[src/mem_map_params.svh]
`ifndef MEM_MAP_PARAMS_SVH
`define MEM_MAP_PARAMS_SVH

// Size register reset values
`define MEM_SIZE_RST 8'hcf
`define EXP_RAM_RST 8'h0c

// Memory size select codes
`define MSS_16K 8'h04
`define MSS_24K 8'hc6
`define MSS_32K 8'hc8
`define MSS_48K 8'hcc
`define MSS_60K 8'hcf

// Expansion RAM size select codes
`define XSS_NONE 8'h0c
`define XSS_1K 8'h0a
`define XSS_2K 8'h08
`define XSS_4K 8'h04
`define XSS_6K 8'h00

// Flash tops per size
`define TOP_16K 16'h3fff
`define TOP_24K 16'h5fff
`define TOP_32K 16'h7fff
`define TOP_48K 16'hbfff
`define TOP_60K 16'hefff

// Expansion RAM bases, common top
`define XR_BASE_1K 16'hf400
`define XR_BASE_2K 16'hf000
`define XR_BASE_4K 16'he800
`define XR_BASE_6K 16'he000
`define XR_TOP 16'hf7ff

// High-speed RAM and special register area
`define HS_BASE_768 16'hfc00
`define HS_BASE_1K 16'hfb00
`define HS_TOP 16'hfeff
`define SFR_BASE 16'hff00

// Bank window
`define WIN_BASE 16'h8000
`define WIN_TOP 16'hbfff
`define WIN_PHYS_BASE 17'h08000

// Reserved low-memory areas
`define VEC_TOP 16'h003f
`define VEC_RESET 16'h0000
`define VEC_FIRST_IRQ 16'h0004
`define VEC_LAST_IRQ 16'h0034
`define TCALL_BASE 16'h0040
`define TCALL_TOP 16'h007f
`define OPT_BASE 16'h0080
`define OPT_TOP 16'h0084
`define DBG_BASE 16'h0085
`define DBG_TOP 16'h008e
`define SWAP_OFFSET 16'h1000
`define SCALL_BASE 16'h0800
`define SCALL_TOP 16'h0fff
`define BOOT0_TOP 16'h0fff

`endif

[src/mem_map_pkg.sv]
`default_nettype none
`include "mem_map_params.svh"

package mem_map_pkg;

    typedef enum logic [2:0] {
        ACC_FETCH,
        ACC_READ,
        ACC_WRITE,
        ACC_VECTOR,
        ACC_TABLE_CALL,
        ACC_SHORT_CALL
    } acc_kind_t;

    typedef enum logic [2:0] {
        RGN_NONE,
        RGN_FLASH,
        RGN_BANK,
        RGN_EXP_RAM,
        RGN_HS_RAM,
        RGN_SFR
    } region_t;

    typedef struct packed {
        logic valid;
        acc_kind_t kind;
        logic [15:0] addr;
    } acc_req_t;

    typedef struct packed {
        logic vector;
        logic table_call;
        logic option_byte;
        logic debug_id;
        logic short_call;
    } area_t;

    typedef struct packed {
        logic valid;
        acc_kind_t kind;
        logic [15:0] addr;
        region_t region;
        logic [16:0] phys;
        area_t area;
        logic entry_hi;
        logic illegal;
        logic blocked;
    } acc_resp_t;

    typedef struct packed {
        logic ok;
        logic [15:0] top;
        logic [15:0] hs_base;
    } rom_cfg_t;

    typedef struct packed {
        logic ok;
        logic en;
        logic [15:0] base;
    } exp_cfg_t;

    function automatic rom_cfg_t rom_decode(input logic [7:0] code);
        rom_cfg_t r;
        r = '{ok: 1'b1, top: `TOP_60K, hs_base: `HS_BASE_1K};
        case (code)
            `MSS_16K: begin
                r.top = `TOP_16K;
                r.hs_base = `HS_BASE_768;
            end
            `MSS_24K: r.top = `TOP_24K;
            `MSS_32K: r.top = `TOP_32K;
            `MSS_48K: r.top = `TOP_48K;
            `MSS_60K: r.top = `TOP_60K;
            default: r.ok = 1'b0;
        endcase
        return r;
    endfunction : rom_decode

    function automatic exp_cfg_t exp_decode(input logic [7:0] code);
        exp_cfg_t x;
        x = '{ok: 1'b1, en: 1'b1, base: `XR_BASE_6K};
        case (code)
            `XSS_NONE: x.en = 1'b0;
            `XSS_1K: x.base = `XR_BASE_1K;
            `XSS_2K: x.base = `XR_BASE_2K;
            `XSS_4K: x.base = `XR_BASE_4K;
            `XSS_6K: x.base = `XR_BASE_6K;
            default: begin
                x.ok = 1'b0;
                x.en = 1'b0;
            end
        endcase
        return x;
    endfunction : exp_decode

    function automatic logic in_range(input logic [15:0] a, input logic [15:0] lo,
                                      input logic [15:0] hi);
        return (a >= lo) && (a <= hi);
    endfunction : in_range

endpackage : mem_map_pkg

`default_nettype wire

[src/cpu_memory_map_decoder.sv]
// Overview of operation
// - One 64 KB space for fetch and data
// - Size registers reset to CFH and 0CH
// - Size codes give flash and fast RAM sizes
// - Expansion codes give expansion RAM sizes
// - Banked parts: 48 KB code, 16 KB window
// - Flash starts at 0000H, contiguous to top
// - Program memory holds code and table data
// - 0000H to 003FH is vector storage
// - Vector low byte even, high byte odd
// - Resets use 0000H, interrupts 0004H to 0034H
// - 0040H to 007FH holds table call entries
// - Option bytes at 0080H, mirror with swap
// - Debug identifier at 0085H, mirror with swap
// - Short call targets only 0800H to 0FFFH
// - Security may block boot cluster 0 writes
// - Bank select register picks window bank
`default_nettype none
`include "mem_map_params.svh"

module cpu_memory_map_decoder
    import mem_map_pkg::*;
#(
    parameter int NUM_BANKS = 6,
    parameter bit HAS_DEBUG_ID = 1'b1
) (
    // Clock and reset
    input wire logic clk_i,
    input wire logic resetn_i,
    // Size and bank register writes from the core
    input wire logic mss_wr_i,
    input wire logic xss_wr_i,
    input wire logic bank_wr_i,
    input wire logic [7:0] wdata_i,
    // Static controls from same-clock logic
    input wire logic boot_swap_i,
    input wire logic boot0_protect_i,
    // Access request from the core
    input wire acc_req_t req_i,
    // Decoded access
    output acc_resp_t resp_o,
    // Configuration state
    output logic [7:0] memory_size_select_o,
    output logic [7:0] expansion_ram_size_select_o,
    output logic [2:0] bank_sel_o,
    output logic cfg_error_o
);

    logic [7:0] mss;
    logic [7:0] xss;
    logic [2:0] bank;

    mem_map_size_regs #(
        .BANK_W(3)
    ) u_size_regs (
        .clk_i(clk_i),
        .resetn_i(resetn_i),
        .mss_wr_i(mss_wr_i),
        .xss_wr_i(xss_wr_i),
        .bank_wr_i(bank_wr_i),
        .wdata_i(wdata_i),
        .mss_o(mss),
        .xss_o(xss),
        .bank_o(bank)
    );

    assign memory_size_select_o = mss;
    assign expansion_ram_size_select_o = xss;
    assign bank_sel_o = bank;

    // Decode runs on the live register values, so a write counts from the next access
    wire rom_cfg_t rom = rom_decode(mss);
    wire exp_cfg_t xr = exp_decode(xss);
    wire logic banked = (NUM_BANKS != 0) && (mss == `MSS_48K);
    wire logic [15:0] a = req_i.addr;

    wire logic in_sfr = a >= `SFR_BASE;
    wire logic in_hs = in_range(a, rom.hs_base, `HS_TOP);
    wire logic in_exp = xr.en && in_range(a, xr.base, `XR_TOP);
    wire logic in_win = banked && in_range(a, `WIN_BASE, `WIN_TOP);
    wire logic bank_ok = 32'(bank) < NUM_BANKS;
    wire logic in_flash = rom.ok && (a <= rom.top);

    // Overlap is software's to avoid; expansion RAM wins if it happens
    wire logic overlap = rom.ok && xr.en && (xr.base <= rom.top);

    region_t region;
    always_comb begin
        if (in_sfr) region = RGN_SFR;
        else if (in_hs) region = RGN_HS_RAM;
        else if (in_exp) region = RGN_EXP_RAM;
        else if (in_win) region = bank_ok ? RGN_BANK : RGN_NONE;
        else if (in_flash) region = RGN_FLASH;
        else region = RGN_NONE;
    end

    // Window offset lands behind the common area, bank after bank
    wire logic [16:0] win_phys = `WIN_PHYS_BASE + 17'({bank, a[13:0]});
    wire logic [16:0] phys = (region == RGN_BANK) ? win_phys : {1'b0, a};

    wire logic [15:0] mirror = a - `SWAP_OFFSET;
    wire logic opt_main = in_range(a, `OPT_BASE, `OPT_TOP);
    wire logic opt_mir = boot_swap_i && in_range(mirror, `OPT_BASE, `OPT_TOP);
    wire logic dbg_main = in_range(a, `DBG_BASE, `DBG_TOP);
    wire logic dbg_mir = boot_swap_i && in_range(mirror, `DBG_BASE, `DBG_TOP);

    area_t area;
    assign area.vector = a <= `VEC_TOP;
    assign area.table_call = in_range(a, `TCALL_BASE, `TCALL_TOP);
    assign area.option_byte = opt_main || opt_mir;
    assign area.debug_id = HAS_DEBUG_ID && (dbg_main || dbg_mir);
    assign area.short_call = in_range(a, `SCALL_BASE, `SCALL_TOP);

    // Slot 0002H carries no vector; interrupts run 0004H to 0034H
    wire logic vec_slot = (a == `VEC_RESET) ||
                          in_range(a, `VEC_FIRST_IRQ, `VEC_LAST_IRQ);
    wire logic vec_ok = vec_slot && !a[0];
    wire logic tcall_ok = area.table_call && !a[0];

    logic illegal;
    always_comb begin
        unique case (req_i.kind)
            ACC_VECTOR: illegal = !vec_ok;
            ACC_TABLE_CALL: illegal = !tcall_ok;
            ACC_SHORT_CALL: illegal = !area.short_call;
            default: illegal = (region == RGN_NONE);
        endcase
    end

    wire logic blocked = (req_i.kind == ACC_WRITE) && boot0_protect_i &&
                         (a <= `BOOT0_TOP);

    // Vector entry high byte sits at the odd address
    wire logic entry_hi = a[0];

    acc_resp_t nxt_resp;
    assign nxt_resp = '{valid: req_i.valid, kind: req_i.kind, addr: a, region: region,
                        phys: phys, area: area, entry_hi: entry_hi,
                        illegal: illegal, blocked: blocked};

    always_ff @(posedge clk_i or negedge resetn_i) begin
        if (!resetn_i) begin
            resp_o <= '0;
            cfg_error_o <= 1'b0;
        end else begin
            resp_o <= nxt_resp;
            cfg_error_o <= !rom.ok || !xr.ok || overlap;
        end
    end
endmodule : cpu_memory_map_decoder

`default_nettype wire

[src/mem_map_size_regs.sv]
`default_nettype none
`include "mem_map_params.svh"

module mem_map_size_regs
    import mem_map_pkg::*;
#(
    parameter int BANK_W = 3
) (
    // Clock and reset
    input wire logic clk_i,
    input wire logic resetn_i,
    // Register writes from the core, same clock
    input wire logic mss_wr_i,
    input wire logic xss_wr_i,
    input wire logic bank_wr_i,
    input wire logic [7:0] wdata_i,
    // Held values
    output logic [7:0] mss_o,
    output logic [7:0] xss_o,
    output logic [BANK_W-1:0] bank_o
);

    // Reset values fixed whatever memory is fitted
    always_ff @(posedge clk_i or negedge resetn_i) begin
        if (!resetn_i) begin
            mss_o <= `MEM_SIZE_RST;
            xss_o <= `EXP_RAM_RST;
            bank_o <= '0;
        end else begin
            if (mss_wr_i) mss_o <= wdata_i;
            if (xss_wr_i) xss_o <= wdata_i;
            if (bank_wr_i) bank_o <= wdata_i[BANK_W-1:0];
        end
    end
endmodule : mem_map_size_regs

`default_nettype wire

[config.mk]
export PLATFORM = sky130hd
export DESIGN_NAME = cpu_memory_map_decoder
export DESIGN_NICKNAME = d
export VERILOG_FILES = /design/src/mem_map_pkg.sv /design/src/cpu_memory_map_decoder.sv /design/src/mem_map_size_regs.sv
export VERILOG_INCLUDE_DIRS = /design/src
export SDC_FILE = /design/constraint.sdc
export NUM_CORES = 1
export LEC_CHECK = 0
export ABC_AREA = 1
export BUFFER_PORTS_ARGS = -buffer_cell sky130_fd_sc_hd__buf_4
export CORE_AREA = 2 2 83 85
export CTS_CLUSTER_DIAMETER = 50
export CTS_CLUSTER_SIZE = 16
export DETAILED_ROUTE_END_ITERATION = 6
export DIE_AREA = 0 0 85 87
export GPL_ROUTABILITY_DRIVEN = 0
export PLACE_DENSITY = 0.73
export SLEW_MARGIN = 20
export SYNTH_ARGS = -nofsm -noshare
export SYNTH_HDL_FRONTEND = slang
export SYNTH_HIERARCHICAL = 1
export SYNTH_SLANG_ARGS = --single-unit
[constraint.sdc]
create_clock -name clk_i -period 3.7 [get_ports clk_i]
set_input_delay 0.74 -clock clk_i [delete_from_list [all_inputs] [get_ports clk_i]]
set_output_delay 0.74 -clock clk_i [all_outputs]
set_load 0.005 [all_outputs]
# == Word-level counts from Yosys, hierarchy flattened ==
# Cells that the tools add are included.
# totals
reg_bits,68
output_inout_bits,68
# op_classes
n_mux,14
n_reduce_logical,38
eq_ne,14
magnitude_cmp,25
addsub,2
# ops
cell,count
"16-bit by 8-bit greater-or-equal comparator with 1-bit output, second input constant",4
"16-bit by 8-bit less-or-equal comparator with 1-bit output, second input constant",4
16-bit case mux with 4 select lines,1
"16-bit less-or-equal comparator, second input constant",3
13-bit case mux with 3 select lines,1
"8-bit == test, second input constant",4
16-bit greater-or-equal comparator,2
"16-bit greater-or-equal comparator, second input constant",2
16-bit less-or-equal comparator,2
"16-bit by 6-bit less-or-equal comparator with 1-bit output, second input constant",2
"8-bit by 4-bit == test with 1-bit output, second input constant",3
1-bit logical AND,21
"16-bit by 17-bit adder with 17-bit output, first input constant",1
17-bit 2-to-1 mux,1
"8-bit by 3-bit == test with 1-bit output, second input constant",2
"16-bit by 12-bit greater-or-equal comparator with 1-bit output, second input constant",1
"16-bit by 3-bit greater-or-equal comparator with 1-bit output, second input constant",1
"16-bit by 7-bit greater-or-equal comparator with 1-bit output, second input constant",1
"16-bit by 12-bit less-or-equal comparator with 1-bit output, second input constant",1
"16-bit by 7-bit less-or-equal comparator with 1-bit output, second input constant",1
16-bit zero test,1
"16-bit by 13-bit subtractor with 16-bit output, second input constant",1
11-bit 2-to-1 mux,1
5-bit OR reduction,2
other kinds (12),30

# == Depth between registers and ports, before layout ==
# Gate-level depths: netlist of run 1.
# logic_depth
ltp_word,11
mapped_depth,18
depth_no_buf,18

# == Hierarchy ==
# The synthesis of run 1 kept the hierarchy.
# modules_own_cells
mod,area_per_inst_um2,n_inst,seq_area_each_um2,cells_each
cpu_memory_map_decoder,2159.6,1,850.8,280
mem_map_size_regs,733.2,1,485.5,81

# == Worst setup path before layout of run 1 ==
# No wires, ideal clock.
# synth_path
path_kind,register to register
startpoint,reg u_size_regs.mss_o[1]
endpoint,reg resp_o[1] in the netlist's numbering
stages_incl_launch_ff,18
setup_slack_ps,1649
arrival_ps,1934
period_less_slack_ps,2051
setup_time_ps,117
n_path_buf,0
path_cell_list,dfstp_2 -> nor2_2 -> nand3_1 -> nand2_1 -> nand2_1 -> inv_1 -> o21ai_0 -> inv_1 -> ha_1 -> nand2_1 -> nor2_1 -> nand4_1 -> nand2_1 -> nand3_1 -> nand2_1 -> nand2_1 -> nand2_1 -> nand2_1
# synth_between
elab_chain_cells,11
elab_cells_between_ends,21
cone_classes,order compare: 2; eq/ne: 5; mux: 9; reduce/logical: 5
# synth_rtl
item,line_no,rtl
start: declaration,mem_map_size_regs.sv:18,"output logic [7:0] mss_o,"
start signal: assignment,mem_map_size_regs.sv:26,mss_o <= `MEM_SIZE_RST;
start signal: assignment,mem_map_size_regs.sv:30,if (mss_wr_i) mss_o <= wdata_i;
8-bit == test or 8-bit by 3-bit == test with 1-bit output (tied branches),mem_map_pkg.sv:65,case (code)
16-bit case mux with 4 select lines or 5-bit OR reduction (tied branches),n/a,
16-bit less-or-equal comparator or 1-bit 2-to-1 mux (tied branches),"cpu_memory_map_decoder.sv:82, mem_map_pkg.sv:65",
1-bit logical AND,cpu_memory_map_decoder.sv:82,wire logic in_flash = rom.ok && (a <= rom.top);
1-bit 2-to-1 mux,cpu_memory_map_decoder.sv:93,else if (in_flash) region = RGN_FLASH;
2-bit 2-to-1 mux,cpu_memory_map_decoder.sv:92,else if (in_win) region = bank_ok ? RGN_BANK : RGN_NONE;
2-bit 2-to-1 mux,cpu_memory_map_decoder.sv:91,else if (in_exp) region = RGN_EXP_RAM;
3-bit 2-to-1 mux *,cpu_memory_map_decoder.sv:90,else if (in_hs) region = RGN_HS_RAM;
3-bit 2-to-1 mux *,cpu_memory_map_decoder.sv:89,if (in_sfr) region = RGN_SFR;
3-bit zero test *,cpu_memory_map_decoder.sv:126,default: illegal = (region == RGN_NONE);
1-bit case mux with 3 select lines *,cpu_memory_map_decoder.sv:122,unique case (req_i.kind)
named net illegal,cpu_memory_map_decoder.sv:120,logic illegal;
end signal: assignment,cpu_memory_map_decoder.sv:146,resp_o <= nxt_resp;
end: declaration,cpu_memory_map_decoder.sv:41,"output acc_resp_t resp_o,"
# The timed path passes the listed nets; every way through them passes the cells marked *.
# A chain may end at the register's enable or synchronous reset.

# == Worst setup path after layout of run 1 ==
# Same ends and word-level chain as after synthesis.

==> run_summary.xml, run 1 <==
<?xml version="1.0" encoding="UTF-8"?>
<metrics>
  <group name="hold_path">
    <metric name="hp-class" unit="">in2async</metric>
  </group>
  <group name="synthesis">
    <metric name="synth_largest_area_cell" unit="">sky130_fd_sc_hd__dfrtp_1</metric>
    <metric name="post-synth-top-area-fraction" unit="%">38.9</metric>
    <metric name="synth.yosys.warnings" unit="">6</metric>
    <metric name="postSynth.asyncResetShare" unit="%">100</metric>
    <metric name="cell_area_synth" unit="µm²">2890</metric>
    <metric name="yosys-top-cells-count" unit="">sky130_fd_sc_hd__nand2_1 (112), sky130_fd_sc_hd__dfrtp_1 (45), sky130_fd_sc_hd__inv_1 (41)</metric>
    <metric name="synth_enable_flop_cells" unit="">0</metric>
    <metric name="netlist_instances" unit="">361</metric>
    <metric name="synthesis.nets" unit="">411</metric>
    <metric name="postSynthAreaPerCell" unit="µm²">8.01</metric>
    <metric name="distinct_cell_type_count_of_the_synthesized_netlist" unit="">33</metric>
    <metric name="synth_ff_type" unit="">sky130_fd_sc_hd__dfrtp_1</metric>
    <metric name="synth_sequential_area_ratio" unit="%">46.2</metric>
    <metric name="synth.most_common_cell" unit="">sky130_fd_sc_hd__nand2_1</metric>
    <metric name="synth_seq_cells" unit="">53</metric>
    <metric name="synth.area.top_cells" unit="">sky130_fd_sc_hd__dfrtp_1 (39%), sky130_fd_sc_hd__nand2_1 (15%), sky130_fd_sc_hd__dfstp_2 (7.3%), sky130_fd_sc_hd__ha_1 (6.5%), sky130_fd_sc_hd__inv_1 (5.3%)</metric>
  </group>
  <group name="worst_setup_path">
    <metric name="setup.worst_path.start_class" unit="">flop</metric>
    <metric name="crit_fanout" unit="">5</metric>
    <metric name="critical_path_required" unit="ns">3.90</metric>
    <metric name="crit_chain" unit="">nor2_2, nand3_1, nand2_1, nand2_1, inv_1, o21ai_0, inv_1, ha_1, nand2_1, nor2_1, nand4_1, nand2_1, nand3_1, nand2_1, nand2_1, nand2_1, nand2_1</metric>
    <metric name="setup.worst_path.class" unit="">reg2reg</metric>
    <metric name="worst_path_largest_cell_delay" unit="ns">0.59</metric>
    <metric name="endpoint_class_of_the_critical_path" unit="">flop</metric>
    <metric name="timing.critical_path.slowest_stage_cell" unit="">sky130_fd_sc_hd__dfstp_2</metric>
    <metric name="critical_path.most_common_cell" unit="">sky130_fd_sc_hd__nand2_1</metric>
    <metric name="critical_path_data_arrival_time" unit="ns">2.47</metric>
  </group>
  <group name="cells_and_area">
    <metric name="number_of_diodes_added_for_antenna_fixing" unit="">0</metric>
    <metric name="ratio_of_cells_with_drive_above_1_in_the_final_layout" unit="%">31.3</metric>
    <metric name="final_net_count" unit="">503</metric>
    <metric name="area_growth" unit="%">28.6</metric>
  </group>
  <group name="timing">
    <metric name="tightestPinTransition" unit="ns">0.637</metric>
    <metric name="achievable-frequency" unit="MHz">442</metric>
    <metric name="report.final.hold_viol_count" unit="">0</metric>
    <metric name="finalSetupTns" unit="ns">0</metric>
    <metric name="skew" unit="ns">0.00600</metric>
    <metric name="timing.slew.headroom" unit="%">57.5</metric>
    <metric name="slew_viol_final" unit="">0</metric>
    <metric name="final.hold.worst_slack" unit="ns">0.457</metric>
    <metric name="fraction_of_the_cycle_the_final_worst_path_needs" unit="%">61.2</metric>
    <metric name="rsz0062_at_grt" unit="">false</metric>
    <metric name="finalSetupViolations" unit="">0</metric>
    <metric name="period_needed" unit="ns">2.26</metric>
  </group>
  <group name="route">
    <metric name="viasPerCell" unit="">4.75</metric>
    <metric name="vias" unit="">2538</metric>
    <metric name="postRouteAntennaNets" unit="">0</metric>
    <metric name="totalWireLength" unit="µm">6610</metric>
    <metric name="avgRoutedWirePerCell" unit="µm">12.4</metric>
    <metric name="drt_pass1_iterations" unit="">4</metric>
    <metric name="detail_route.drc_violations" unit="">0</metric>
    <metric name="drt-initial-drc-count" unit="">68</metric>
  </group>
  <group name="clock_tree">
    <metric name="postCtsResizedCells" unit="">0</metric>
    <metric name="htree_num_levels" unit="">2</metric>
    <metric name="clk_pin_slew" unit="ns">0.09</metric>
    <metric name="worstSkewPairLatency" unit="ns">0.30</metric>
    <metric name="post_cts.repair.setup_buffers" unit="">0</metric>
    <metric name="cts-root-buf" unit="">sky130_fd_sc_hd__clkbuf_8</metric>
    <metric name="tritoncts.num_buffers" unit="">5</metric>
    <metric name="cts-root-to-sink-buffers" unit="">2</metric>
    <metric name="cts.sinks" unit="">53</metric>
    <metric name="tritoncts" unit="">done</metric>
    <metric name="cts_hold_repair.buffers" unit="">0</metric>
  </group>
  <group name="floorplanning">
    <metric name="pin_count" unit="">103</metric>
    <metric name="row_count" unit="">30</metric>
    <metric name="die_w" unit="µm">85</metric>
    <metric name="die_area" unit="µm²">7400</metric>
    <metric name="die_y" unit="µm">87</metric>
    <metric name="design.core.area" unit="µm²">6570</metric>
    <metric name="initial_core_util" unit="%">44.0</metric>
  </group>
  <group name="global_routing">
    <metric name="grt_usage" unit="%">18.9</metric>
    <metric name="grt_pass1_vias" unit="">2475</metric>
    <metric name="grt_antenna_before_repair" unit="">0</metric>
    <metric name="grt_first_pass_wirelength" unit="µm">11100</metric>
    <metric name="grt_max_degree" unit="">54</metric>
    <metric name="gr-total-overflow" unit="">0</metric>
  </group>
  <group name="power">
    <metric name="leakage" unit="nW">2.04</metric>
    <metric name="ir_drop" unit="V">0.000159</metric>
    <metric name="powerDensity" unit="nW/µm²">325</metric>
  </group>
  <group name="flow_run">
    <metric name="maxCapViolations" unit="">0</metric>
  </group>
  <group name="placement">
    <metric name="dpl.hpwl" unit="µm">5290</metric>
    <metric name="io_buffer_count" unit="">102</metric>
  </group>
  <group name="run_status">
    <metric name="outcome" unit="">finished, final reports clean</metric>
  </group>
</metrics>
[metal layers]
metal,up-vias,part of all wire [%],GRT usage (%),routed length [µm]
met5,-,0,0,0
met4,0,3.0,8.66,195
met3,16,7.5,4.36,498
met2,95,49,33.0,3210
met1,1125,41,22.0,2700
li1,1302,-,-,-
[cells by family after synthesis]
family | after synthesis | synth area share [%]
buffers and inverters | 60 | 10.3
XOR/XNOR | 1 | 0.303
AND/OR/NAND/NOR | 210 | 32.4
adder cells (fa/ha/maj) | 15 | 6.49
AO/OA/AOI/OAI | 22 | 4.37
flip-flops | 53 | 46.2
[through the flow]
stage	std cells	worst slack [ns]	utilization [%]	power, mW	area (µm²)
finish	534	1.44	56.6	1.21	3720
global route	534	1.11	56.6	1.28	3720
CTS	534	1.45	56.6	1.23	3720
detailed placement	526	1.48	55.2	0.886	3620
global placement	526	1.54	55.2	0.881	3620
floorplan	361	1.65	-	0.758	2890
[report_power, final]
part	leakage, nW	internal, mW	switching [mW]
Combinational	1.35	0.110	0.118
Clock	0.0512	0.152	0.187
Sequential	0.633	0.618	0.0261
Total	2.04	0.880	0.330
[worst max-delay path: cells and delay by family (launching register included)]
family          cells  cell delay [ns]
buf+inv             2             0.13
flops               1             0.59
fa+ha+maj           1             0.29
compound gates      1             0.20
simple gates       13             0.94
[sequential cells by signal, summed over array words and instances, names as in the netlist]
name	flops
cfg_error_o	1
resp_o	33
u_size_regs/bank_o	3
u_size_regs/mss_o	8
u_size_regs/xss_o	8
[layout make-up]
cell class	instances	area [µm²]
Clock buffer	6	82.6
Tap cell	80	100
Inverter	43	161
Timing Repair Buffer	102	766
Clock inverter	2	13.8
Sequential cell	53	1340
Multi-Input combinational cell	248	1260
Fill cell	637	2850
[layout by cell type (no fill, tap or decap)]
cell,n
sky130_fd_sc_hd__nand2_1,112
sky130_fd_sc_hd__buf_4,102
sky130_fd_sc_hd__dfrtp_1,45
sky130_fd_sc_hd__inv_1,41
sky130_fd_sc_hd__nor2_1,37
sky130_fd_sc_hd__nand3_1,24
sky130_fd_sc_hd__ha_1,15
sky130_fd_sc_hd__nor2_2,9
sky130_fd_sc_hd__o21ai_0,8
sky130_fd_sc_hd__dfstp_2,8
sky130_fd_sc_hd__nor3_1,7
sky130_fd_sc_hd__a21oi_1,6
sky130_fd_sc_hd__clkbuf_8,6
sky130_fd_sc_hd__nand2_2,4
sky130_fd_sc_hd__nand3_2,4
sky130_fd_sc_hd__nand4_1,4
sky130_fd_sc_hd__and2_1,2
sky130_fd_sc_hd__a21boi_0,2
sky130_fd_sc_hd__inv_2,2
sky130_fd_sc_hd__o21bai_1,1
sky130_fd_sc_hd__a22oi_1,1
sky130_fd_sc_hd__nor3_2,1
sky130_fd_sc_hd__nor2_4,1
sky130_fd_sc_hd__or2_4,1
sky130_fd_sc_hd__nand2_4,1
sky130_fd_sc_hd__or2_2,1
sky130_fd_sc_hd__o22ai_1,1
sky130_fd_sc_hd__xnor2_1,1
sky130_fd_sc_hd__o21ai_1,1
sky130_fd_sc_hd__and3b_1,1
sky130_fd_sc_hd__o31ai_1,1
sky130_fd_sc_hd__nand3b_1,1
sky130_fd_sc_hd__o211ai_1,1
sky130_fd_sc_hd__clkinv_4,1
sky130_fd_sc_hd__clkinv_2,1
[final timing paths]
check	from	end	slack, ns	cells after the start
max in group asynchronous	resetn_i	resp_o[47]	2.82	1
max reg2reg	u_size_regs/mss_o[1]	resp_o[1]	1.44	17
min	resetn_i	resp_o[46]	0.46	1
max	u_size_regs/mss_o[1]	resp_o[1]	1.44	17
min in group clk_i	u_size_regs/xss_o[3]	u_size_regs/xss_o[3]	0.48	2
min reg2reg	u_size_regs/xss_o[3]	u_size_regs/xss_o[3]	0.48	2
(Power assumes the default switching activity.)
==> run 2, diff against run 1 <==
CORE_AREA = 2 2 84 86   (was 2 2 83 85)
DIE_AREA = 0 0 86 88   (was 0 0 85 87)
PLACE_DENSITY = 0.74   (was 0.73)
clock period = 2.06 ns   (was 3.7 ns; I/O delays follow)
==> run_summary.xml, run 2 (synthesis results as in run 1) <==
<?xml version="1.0" encoding="UTF-8"?>
<metrics>
  <group name="route">
    <metric name="avgRoutedWirePerCell" unit="µm">12.3</metric>
    <metric name="postRouteAntennaNets" unit="">0</metric>
    <metric name="top_layer" unit="">met4</metric>
    <metric name="drt_pass1_iterations" unit="">4</metric>
    <metric name="met2RoutedLength" unit="µm">3580</metric>
    <metric name="viasPerCell" unit="">4.83</metric>
    <metric name="routedLengthMet1" unit="µm">2700</metric>
    <metric name="vias" unit="">2709</metric>
    <metric name="detail_route.drc_violations" unit="">0</metric>
    <metric name="met3WireLength" unit="µm">487</metric>
    <metric name="drt-initial-drc-count" unit="">89</metric>
    <metric name="totalWireLength" unit="µm">6890</metric>
  </group>
  <group name="placement">
    <metric name="cell_area_reported_after_detailed_placement" unit="µm²">3770</metric>
    <metric name="io_buffer_count" unit="">102</metric>
    <metric name="dp.cells" unit="">546</metric>
    <metric name="dpl.hpwl" unit="µm">5360</metric>
  </group>
  <group name="cells_and_area">
    <metric name="post-route-cell-area" unit="µm²">4010</metric>
    <metric name="number_of_diodes_added_for_antenna_fixing" unit="">0</metric>
    <metric name="instances_no_fill" unit="">561</metric>
    <metric name="most_frequent_standard_cell_in_the_layout_excluding_fill_and_tap_cells" unit="">sky130_fd_sc_hd__buf_4</metric>
    <metric name="most-common-layout-cells" unit="">sky130_fd_sc_hd__buf_4 (128), sky130_fd_sc_hd__nand2_1 (107), sky130_fd_sc_hd__dfrtp_1 (45), sky130_fd_sc_hd__nor2_1 (33), sky130_fd_sc_hd__inv_1 (33)</metric>
    <metric name="final_net_count" unit="">530</metric>
    <metric name="ratio_of_cells_with_drive_above_1_in_the_final_layout" unit="%">39.9</metric>
    <metric name="area_growth" unit="%">38.8</metric>
    <metric name="largest_register_ff_count" unit="">33</metric>
    <metric name="final_core_utilization" unit="%">60.4</metric>
    <metric name="largestRegisters" unit="">resp_o x33, u_size_regs/mss_o x8, u_size_regs/xss_o x8</metric>
    <metric name="register_with_the_highest_flop_count" unit="">resp_o</metric>
  </group>
  <group name="clock_tree">
    <metric name="cts-root-buf" unit="">sky130_fd_sc_hd__clkbuf_8</metric>
    <metric name="worstSkewPairLatency" unit="ns">0.31</metric>
    <metric name="htree_num_levels" unit="">2</metric>
    <metric name="cts.sinks" unit="">53</metric>
    <metric name="tritoncts" unit="">done</metric>
    <metric name="clk_pin_slew" unit="ns">0.09</metric>
    <metric name="cts-root-to-sink-buffers" unit="">2</metric>
    <metric name="cts_hold_repair.buffers" unit="">0</metric>
    <metric name="tritoncts.num_buffers" unit="">5</metric>
  </group>
  <group name="timing">
    <metric name="rsz0062_at_grt" unit="">true</metric>
    <metric name="finalSetupViolations" unit="">2</metric>
    <metric name="skew" unit="ns">0.00868</metric>
    <metric name="tightestPinTransition" unit="ns">0.638</metric>
    <metric name="finalSetupTns" unit="ns">-0.151</metric>
    <metric name="fraction_of_the_cycle_the_final_worst_path_needs" unit="%">104</metric>
    <metric name="finalWorstSetupSlack" unit="ns">-0.0787</metric>
    <metric name="timing.slew.headroom" unit="%">57.5</metric>
    <metric name="slew_viol_final" unit="">0</metric>
    <metric name="achievable-frequency" unit="MHz">468</metric>
    <metric name="period_needed" unit="ns">2.14</metric>
    <metric name="final.hold.worst_slack" unit="ns">0.115</metric>
    <metric name="report.final.hold_viol_count" unit="">0</metric>
  </group>
  <group name="run_status">
    <metric name="outcome" unit="">complete, but fails checks</metric>
    <metric name="violations" unit="">negative setup slack</metric>
  </group>
  <group name="power">
    <metric name="leakage" unit="nW">2.18</metric>
    <metric name="powerDensity" unit="nW/µm²">580</metric>
    <metric name="ir_drop" unit="V">0.000289</metric>
  </group>
  <group name="worst_setup_path">
    <metric name="endpoint_class_of_the_critical_path" unit="">flop</metric>
    <metric name="critical_path.reg2reg.startpoint" unit="">u_size_regs/mss_o[2]</metric>
    <metric name="setup.worst_path.start" unit="">u_size_regs/mss_o[2]</metric>
    <metric name="critical_path_data_arrival_time" unit="ns">2.39</metric>
    <metric name="regToRegSetupSlack" unit="ns">-0.08</metric>
    <metric name="ff2ff_path_depth" unit="">14</metric>
    <metric name="rr_endpoint" unit="">resp_o[1]</metric>
    <metric name="setup.worst_path.start_class" unit="">flop</metric>
    <metric name="crit_path_to" unit="">resp_o[1]</metric>
    <metric name="crit_fanout" unit="">3</metric>
    <metric name="setup.worst_path.class" unit="">reg2reg</metric>
    <metric name="critical_path_required" unit="ns">2.31</metric>
  </group>
  <group name="floorplanning">
    <metric name="design.core.area" unit="µm²">6640</metric>
    <metric name="die_w" unit="µm">86</metric>
    <metric name="die_area" unit="µm²">7570</metric>
    <metric name="die_y" unit="µm">88</metric>
    <metric name="initial_core_util" unit="%">43.5</metric>
    <metric name="pin_count" unit="">103</metric>
    <metric name="row_count" unit="">30</metric>
  </group>
  <group name="global_routing">
    <metric name="grt_pass1_vias" unit="">2497</metric>
    <metric name="gr-total-overflow" unit="">0</metric>
    <metric name="grt_antenna_before_repair" unit="">0</metric>
    <metric name="grt_max_degree" unit="">54</metric>
    <metric name="grt_first_pass_wirelength" unit="µm">11200</metric>
    <metric name="grt_usage" unit="%">18.5</metric>
  </group>
  <group name="hold_path">
    <metric name="hp-class" unit="">in2async</metric>
  </group>
  <group name="flow_run">
    <metric name="maxCapViolations" unit="">0</metric>
  </group>
</metrics>
run 2: cell types whose count changed in the layout (fill, tap and decap cells not counted), moves of 2 or more:
cell,before,now
sky130_fd_sc_hd__nor2_2,9,11
sky130_fd_sc_hd__nor2_1,37,33
sky130_fd_sc_hd__nand3_1,24,20
sky130_fd_sc_hd__inv_2,2,10
sky130_fd_sc_hd__nand2_1,112,107
sky130_fd_sc_hd__buf_4,102,128
sky130_fd_sc_hd__inv_1,41,33
sky130_fd_sc_hd__nand3_2,4,8
sky130_fd_sc_hd__nand2_2,4,8
sky130_fd_sc_hd__o21ai_0,8,6
sky130_fd_sc_hd__nor2_4,1,3
run 2: stage by stage:
stage	worst slack [ns]	power (mW)
3_5_place_dp	-0.163	1.63
4_1_cts	-0.143	2.34
6_report	-0.0787	2.33
5_1_grt	-0.213	2.46
2_1_floorplan	0.00912	1.36
3_3_place_gp	-0.0632	1.62
run 2: where the power goes:
group | total (mW) | leakage, nW | internal (mW) | switching, mW
Combinational | 0.484 | 1.49 | 0.243 | 0.241
Sequential | 1.15 | 0.633 | 1.11 | 0.0414
Clock | 0.693 | 0.0552 | 0.361 | 0.332
run 2: per-layer routing:
metal / up-vias / track usage (%)
met4: 0 / 5.05
li1: 1359 / -
met2: 101 / 35.2
met5: - / 0
met3: 15 / 3.58
met1: 1234 / 21.1
run 2: how the worst min path moves through the flow:
stage | start | to | depth (start not counted)
final | resetn_i | resp_o[46] | 1
after global routing | resetn_i | resp_o[45] | 1
after global placement | resetn_i | resp_o[45] | 1
after detailed placement | resetn_i | resp_o[44] | 1
after floorplan | resetn_i | cfg_error_o | 0
after CTS | resetn_i | resp_o[44] | 1
run 2: timing repair:
item                                    CTS  global route
pin swaps                                12            14
endpoints found under the setup margin    2             4
buffers inserted                          3             4
resized for setup                         4            26
run 2: worst max-delay path, cell delays in order (launching register included):
cell and delay (ns):
sky130_fd_sc_hd__dfstp_2 0.55, sky130_fd_sc_hd__inv_2 0.05, sky130_fd_sc_hd__nor2_4 0.12, sky130_fd_sc_hd__nand2_1 0.10, sky130_fd_sc_hd__nor2_4 0.14, sky130_fd_sc_hd__buf_4 0.13, sky130_fd_sc_hd__inv_1 0.05, sky130_fd_sc_hd__ha_1 0.29
sky130_fd_sc_hd__nand4_1 0.09, sky130_fd_sc_hd__nor2_1 0.12, sky130_fd_sc_hd__nand2_1 0.10, sky130_fd_sc_hd__and2_4 0.16, sky130_fd_sc_hd__nand2_1 0.07, sky130_fd_sc_hd__nand2_1 0.06, sky130_fd_sc_hd__nand2_1 0.05
run 2: layout make-up:
type,instances,area [µm²]
clock buffer,6,72.6
clock inverter,2,35.0
fill,603,2630
inverter,43,161
multi-input combinational,248,1340
sequential,53,1340
tap,80,100
timing repair buffer,129,972
==> run 3, diff against run 2 <==
CORE_AREA = 2 2 83 85   (was 2 2 84 86)
DIE_AREA = 0 0 85 87   (was 0 0 86 88)
PLACE_DENSITY = 0.73   (was 0.74)
SETUP_SLACK_MARGIN = 0.05   (was default)
SKIP_CTS_REPAIR_TIMING = 1   (was default)
clock period = 2.4 ns   (was 2.06 ns; I/O delays follow)
==> run_summary.xml, run 3 (synthesis results as in run 1) <==
<?xml version="1.0" encoding="UTF-8"?>
<metrics>
  <group name="run_status">
    <metric name="outcome" unit="">finished, final reports clean</metric>
  </group>
  <group name="cells_and_area">
    <metric name="fillerInstances" unit="">615</metric>
    <metric name="most_frequent_standard_cell_in_the_layout_excluding_fill_and_tap_cells" unit="">sky130_fd_sc_hd__buf_4</metric>
    <metric name="most-common-layout-cells" unit="">sky130_fd_sc_hd__buf_4 (112), sky130_fd_sc_hd__nand2_1 (108), sky130_fd_sc_hd__dfrtp_1 (45), sky130_fd_sc_hd__inv_1 (38), sky130_fd_sc_hd__nor2_1 (35)</metric>
    <metric name="final_core_utilization" unit="%">58.5</metric>
    <metric name="number_of_diodes_added_for_antenna_fixing" unit="">0</metric>
    <metric name="post-route-cell-area" unit="µm²">3840</metric>
    <metric name="final_net_count" unit="">513</metric>
    <metric name="ratio_of_cells_with_drive_above_1_in_the_final_layout" unit="%">35.6</metric>
    <metric name="largestRegisters" unit="">resp_o x33, u_size_regs/mss_o x8, u_size_regs/xss_o x8</metric>
    <metric name="register_with_the_highest_flop_count" unit="">resp_o</metric>
    <metric name="largest_register_ff_count" unit="">33</metric>
    <metric name="area_growth" unit="%">32.9</metric>
  </group>
  <group name="timing">
    <metric name="report.final.hold_viol_count" unit="">0</metric>
    <metric name="slew_viol_final" unit="">0</metric>
    <metric name="fraction_of_the_cycle_the_final_worst_path_needs" unit="%">91.7</metric>
    <metric name="period_needed" unit="ns">2.20</metric>
    <metric name="timing.slew.headroom" unit="%">57.3</metric>
    <metric name="tightestPinTransition" unit="ns">0.640</metric>
    <metric name="achievable-frequency" unit="MHz">454</metric>
    <metric name="skew" unit="ns">0.0107</metric>
    <metric name="finalSetupViolations" unit="">0</metric>
  </group>
  <group name="floorplanning">
    <metric name="design.core.area" unit="µm²">6570</metric>
    <metric name="die_w" unit="µm">85</metric>
    <metric name="initial_core_util" unit="%">44.0</metric>
    <metric name="row_count" unit="">30</metric>
    <metric name="pin_count" unit="">103</metric>
    <metric name="die_y" unit="µm">87</metric>
    <metric name="die_area" unit="µm²">7400</metric>
  </group>
  <group name="global_routing">
    <metric name="gr-total-overflow" unit="">0</metric>
    <metric name="grt_usage" unit="%">19.2</metric>
    <metric name="grt_antenna_before_repair" unit="">0</metric>
    <metric name="grt_pass1_vias" unit="">2609</metric>
    <metric name="grt_max_degree" unit="">54</metric>
    <metric name="grt_first_pass_wirelength" unit="µm">11500</metric>
  </group>
  <group name="route">
    <metric name="drt_pass1_iterations" unit="">4</metric>
    <metric name="viasPerCell" unit="">4.92</metric>
    <metric name="drt-initial-drc-count" unit="">97</metric>
    <metric name="detail_route.drc_violations" unit="">0</metric>
    <metric name="totalWireLength" unit="µm">7030</metric>
    <metric name="postRouteAntennaNets" unit="">0</metric>
    <metric name="avgRoutedWirePerCell" unit="µm">12.9</metric>
    <metric name="vias" unit="">2675</metric>
  </group>
  <group name="power">
    <metric name="leakage" unit="nW">2.08</metric>
    <metric name="ir_drop" unit="V">0.000273</metric>
    <metric name="powerDensity" unit="nW/µm²">489</metric>
  </group>
  <group name="hold_path">
    <metric name="hp-class" unit="">in2async</metric>
  </group>
  <group name="clock_tree">
    <metric name="worstSkewPairLatency" unit="ns">0.31</metric>
    <metric name="clk_pin_slew" unit="ns">0.10</metric>
    <metric name="tritoncts" unit="">done</metric>
    <metric name="cts.sinks" unit="">53</metric>
    <metric name="htree_num_levels" unit="">2</metric>
    <metric name="cts-root-to-sink-buffers" unit="">2</metric>
    <metric name="tritoncts.num_buffers" unit="">5</metric>
    <metric name="cts-root-buf" unit="">sky130_fd_sc_hd__clkbuf_8</metric>
  </group>
  <group name="worst_setup_path">
    <metric name="crit_chain" unit="">inv_2, nor2_4, nand2_2, nor2_4, buf_4, inv_1, ha_1, nand4_1, nor2_1, nand2_1, and2_1, nand2_1, nand2_1</metric>
    <metric name="worst_path_largest_cell_delay" unit="ns">0.58</metric>
    <metric name="crit_fanout" unit="">4</metric>
    <metric name="ff2ff_path_depth" unit="">13</metric>
    <metric name="critical_path_required" unit="ns">2.60</metric>
    <metric name="timing.critical_path.slowest_stage_cell" unit="">sky130_fd_sc_hd__dfstp_2</metric>
    <metric name="setup.worst_path.start_class" unit="">flop</metric>
    <metric name="critical_path_data_arrival_time" unit="ns">2.40</metric>
    <metric name="setup.worst_path.class" unit="">reg2reg</metric>
    <metric name="path_buf_inv" unit="">3</metric>
    <metric name="timing.critical_path.depth" unit="">13</metric>
    <metric name="regToRegSetupSlack" unit="ns">0.20</metric>
    <metric name="critical_path.most_common_cell" unit="">sky130_fd_sc_hd__nand2_1</metric>
    <metric name="endpoint_class_of_the_critical_path" unit="">flop</metric>
    <metric name="path_delay_family" unit="">simple AND/OR/NAND/NOR gates</metric>
  </group>
  <group name="placement">
    <metric name="io_buffer_count" unit="">102</metric>
    <metric name="cell_area_reported_after_detailed_placement" unit="µm²">3620</metric>
    <metric name="dpl.hpwl" unit="µm">5380</metric>
  </group>
  <group name="flow_run">
    <metric name="maxCapViolations" unit="">0</metric>
  </group>
</metrics>
-- run 3: cell types whose count changed in the layout (fill, tap and decap cells not counted), moves of 2 or more --
| cell | previous run | this run |
|---|---|---|
| sky130_fd_sc_hd__buf_4 | 128 | 112 |
| sky130_fd_sc_hd__inv_1 | 33 | 38 |
| sky130_fd_sc_hd__inv_2 | 10 | 5 |
| sky130_fd_sc_hd__nor2_2 | 11 | 8 |
| sky130_fd_sc_hd__nand3_1 | 20 | 22 |
| sky130_fd_sc_hd__nand3_2 | 8 | 6 |
| sky130_fd_sc_hd__nor2_1 | 33 | 35 |
-- run 3: worst paths after layout --
| kind | start | endpoint |
|---|---|---|
| max | u_size_regs/mss_o[2] | resp_o[25] |
| max reg2reg | u_size_regs/mss_o[2] | resp_o[25] |
| min | resetn_i | resp_o[46] |
| max in group asynchronous | resetn_i | resp_o[17] |
| min reg2reg | u_size_regs/xss_o[3] | u_size_regs/xss_o[3] |
| min in group clk_i | req_i[19] | resp_o[47] |
-- run 3: through the flow --
step / worst slack, ns / power [mW] / cells / setup TNS [ns] / hold WS, ns
floorplan: 0.349 / 1.17 / 361 / 0 / 0.184
global placement: 0.245 / 1.36 / 526 / 0 / 0.463
detailed placement: 0.138 / 1.37 / 526 / 0 / 0.469
CTS: 0.103 / 1.87 / 534 / 0 / 0.208
global route: -0.0158 / 2.00 / 544 / -0.0158 / 0.236
finish: 0.200 / 1.88 / 544 / 0 / 0.187
-- run 3: layout make-up --
| cell class | instances | area [µm²] | share of cell area (%) |
|---|---|---|---|
| Clock buffer | 5 | 68.8 | 1.79 |
| Clock inverter | 3 | 21.3 | 0.553 |
| Inverter | 43 | 161 | 4.20 |
| Multi-Input combinational cell | 248 | 1320 | 34.2 |
| Sequential cell | 53 | 1340 | 34.8 |
| Tap cell | 80 | 100 | 2.60 |
| Timing Repair Buffer | 112 | 841 | 21.9 |
-- run 3: where the power goes --
part / leakage (nW) / internal, mW / total (mW) / switching (mW)
sequential: 0.633 / 0.953 / 0.997 / 0.0438
clock: 0.0445 / 0.207 / 0.506 / 0.299
combinational: 1.40 / 0.185 / 0.379 / 0.194
-- run 3: routing by layer --
metal / wire [µm] / GRT usage, %
met1: 2740 / 21.7
met2: 3710 / 36.2
met3: 438 / 3.98
met4: 141 / 5.77
met5: 0 / 0
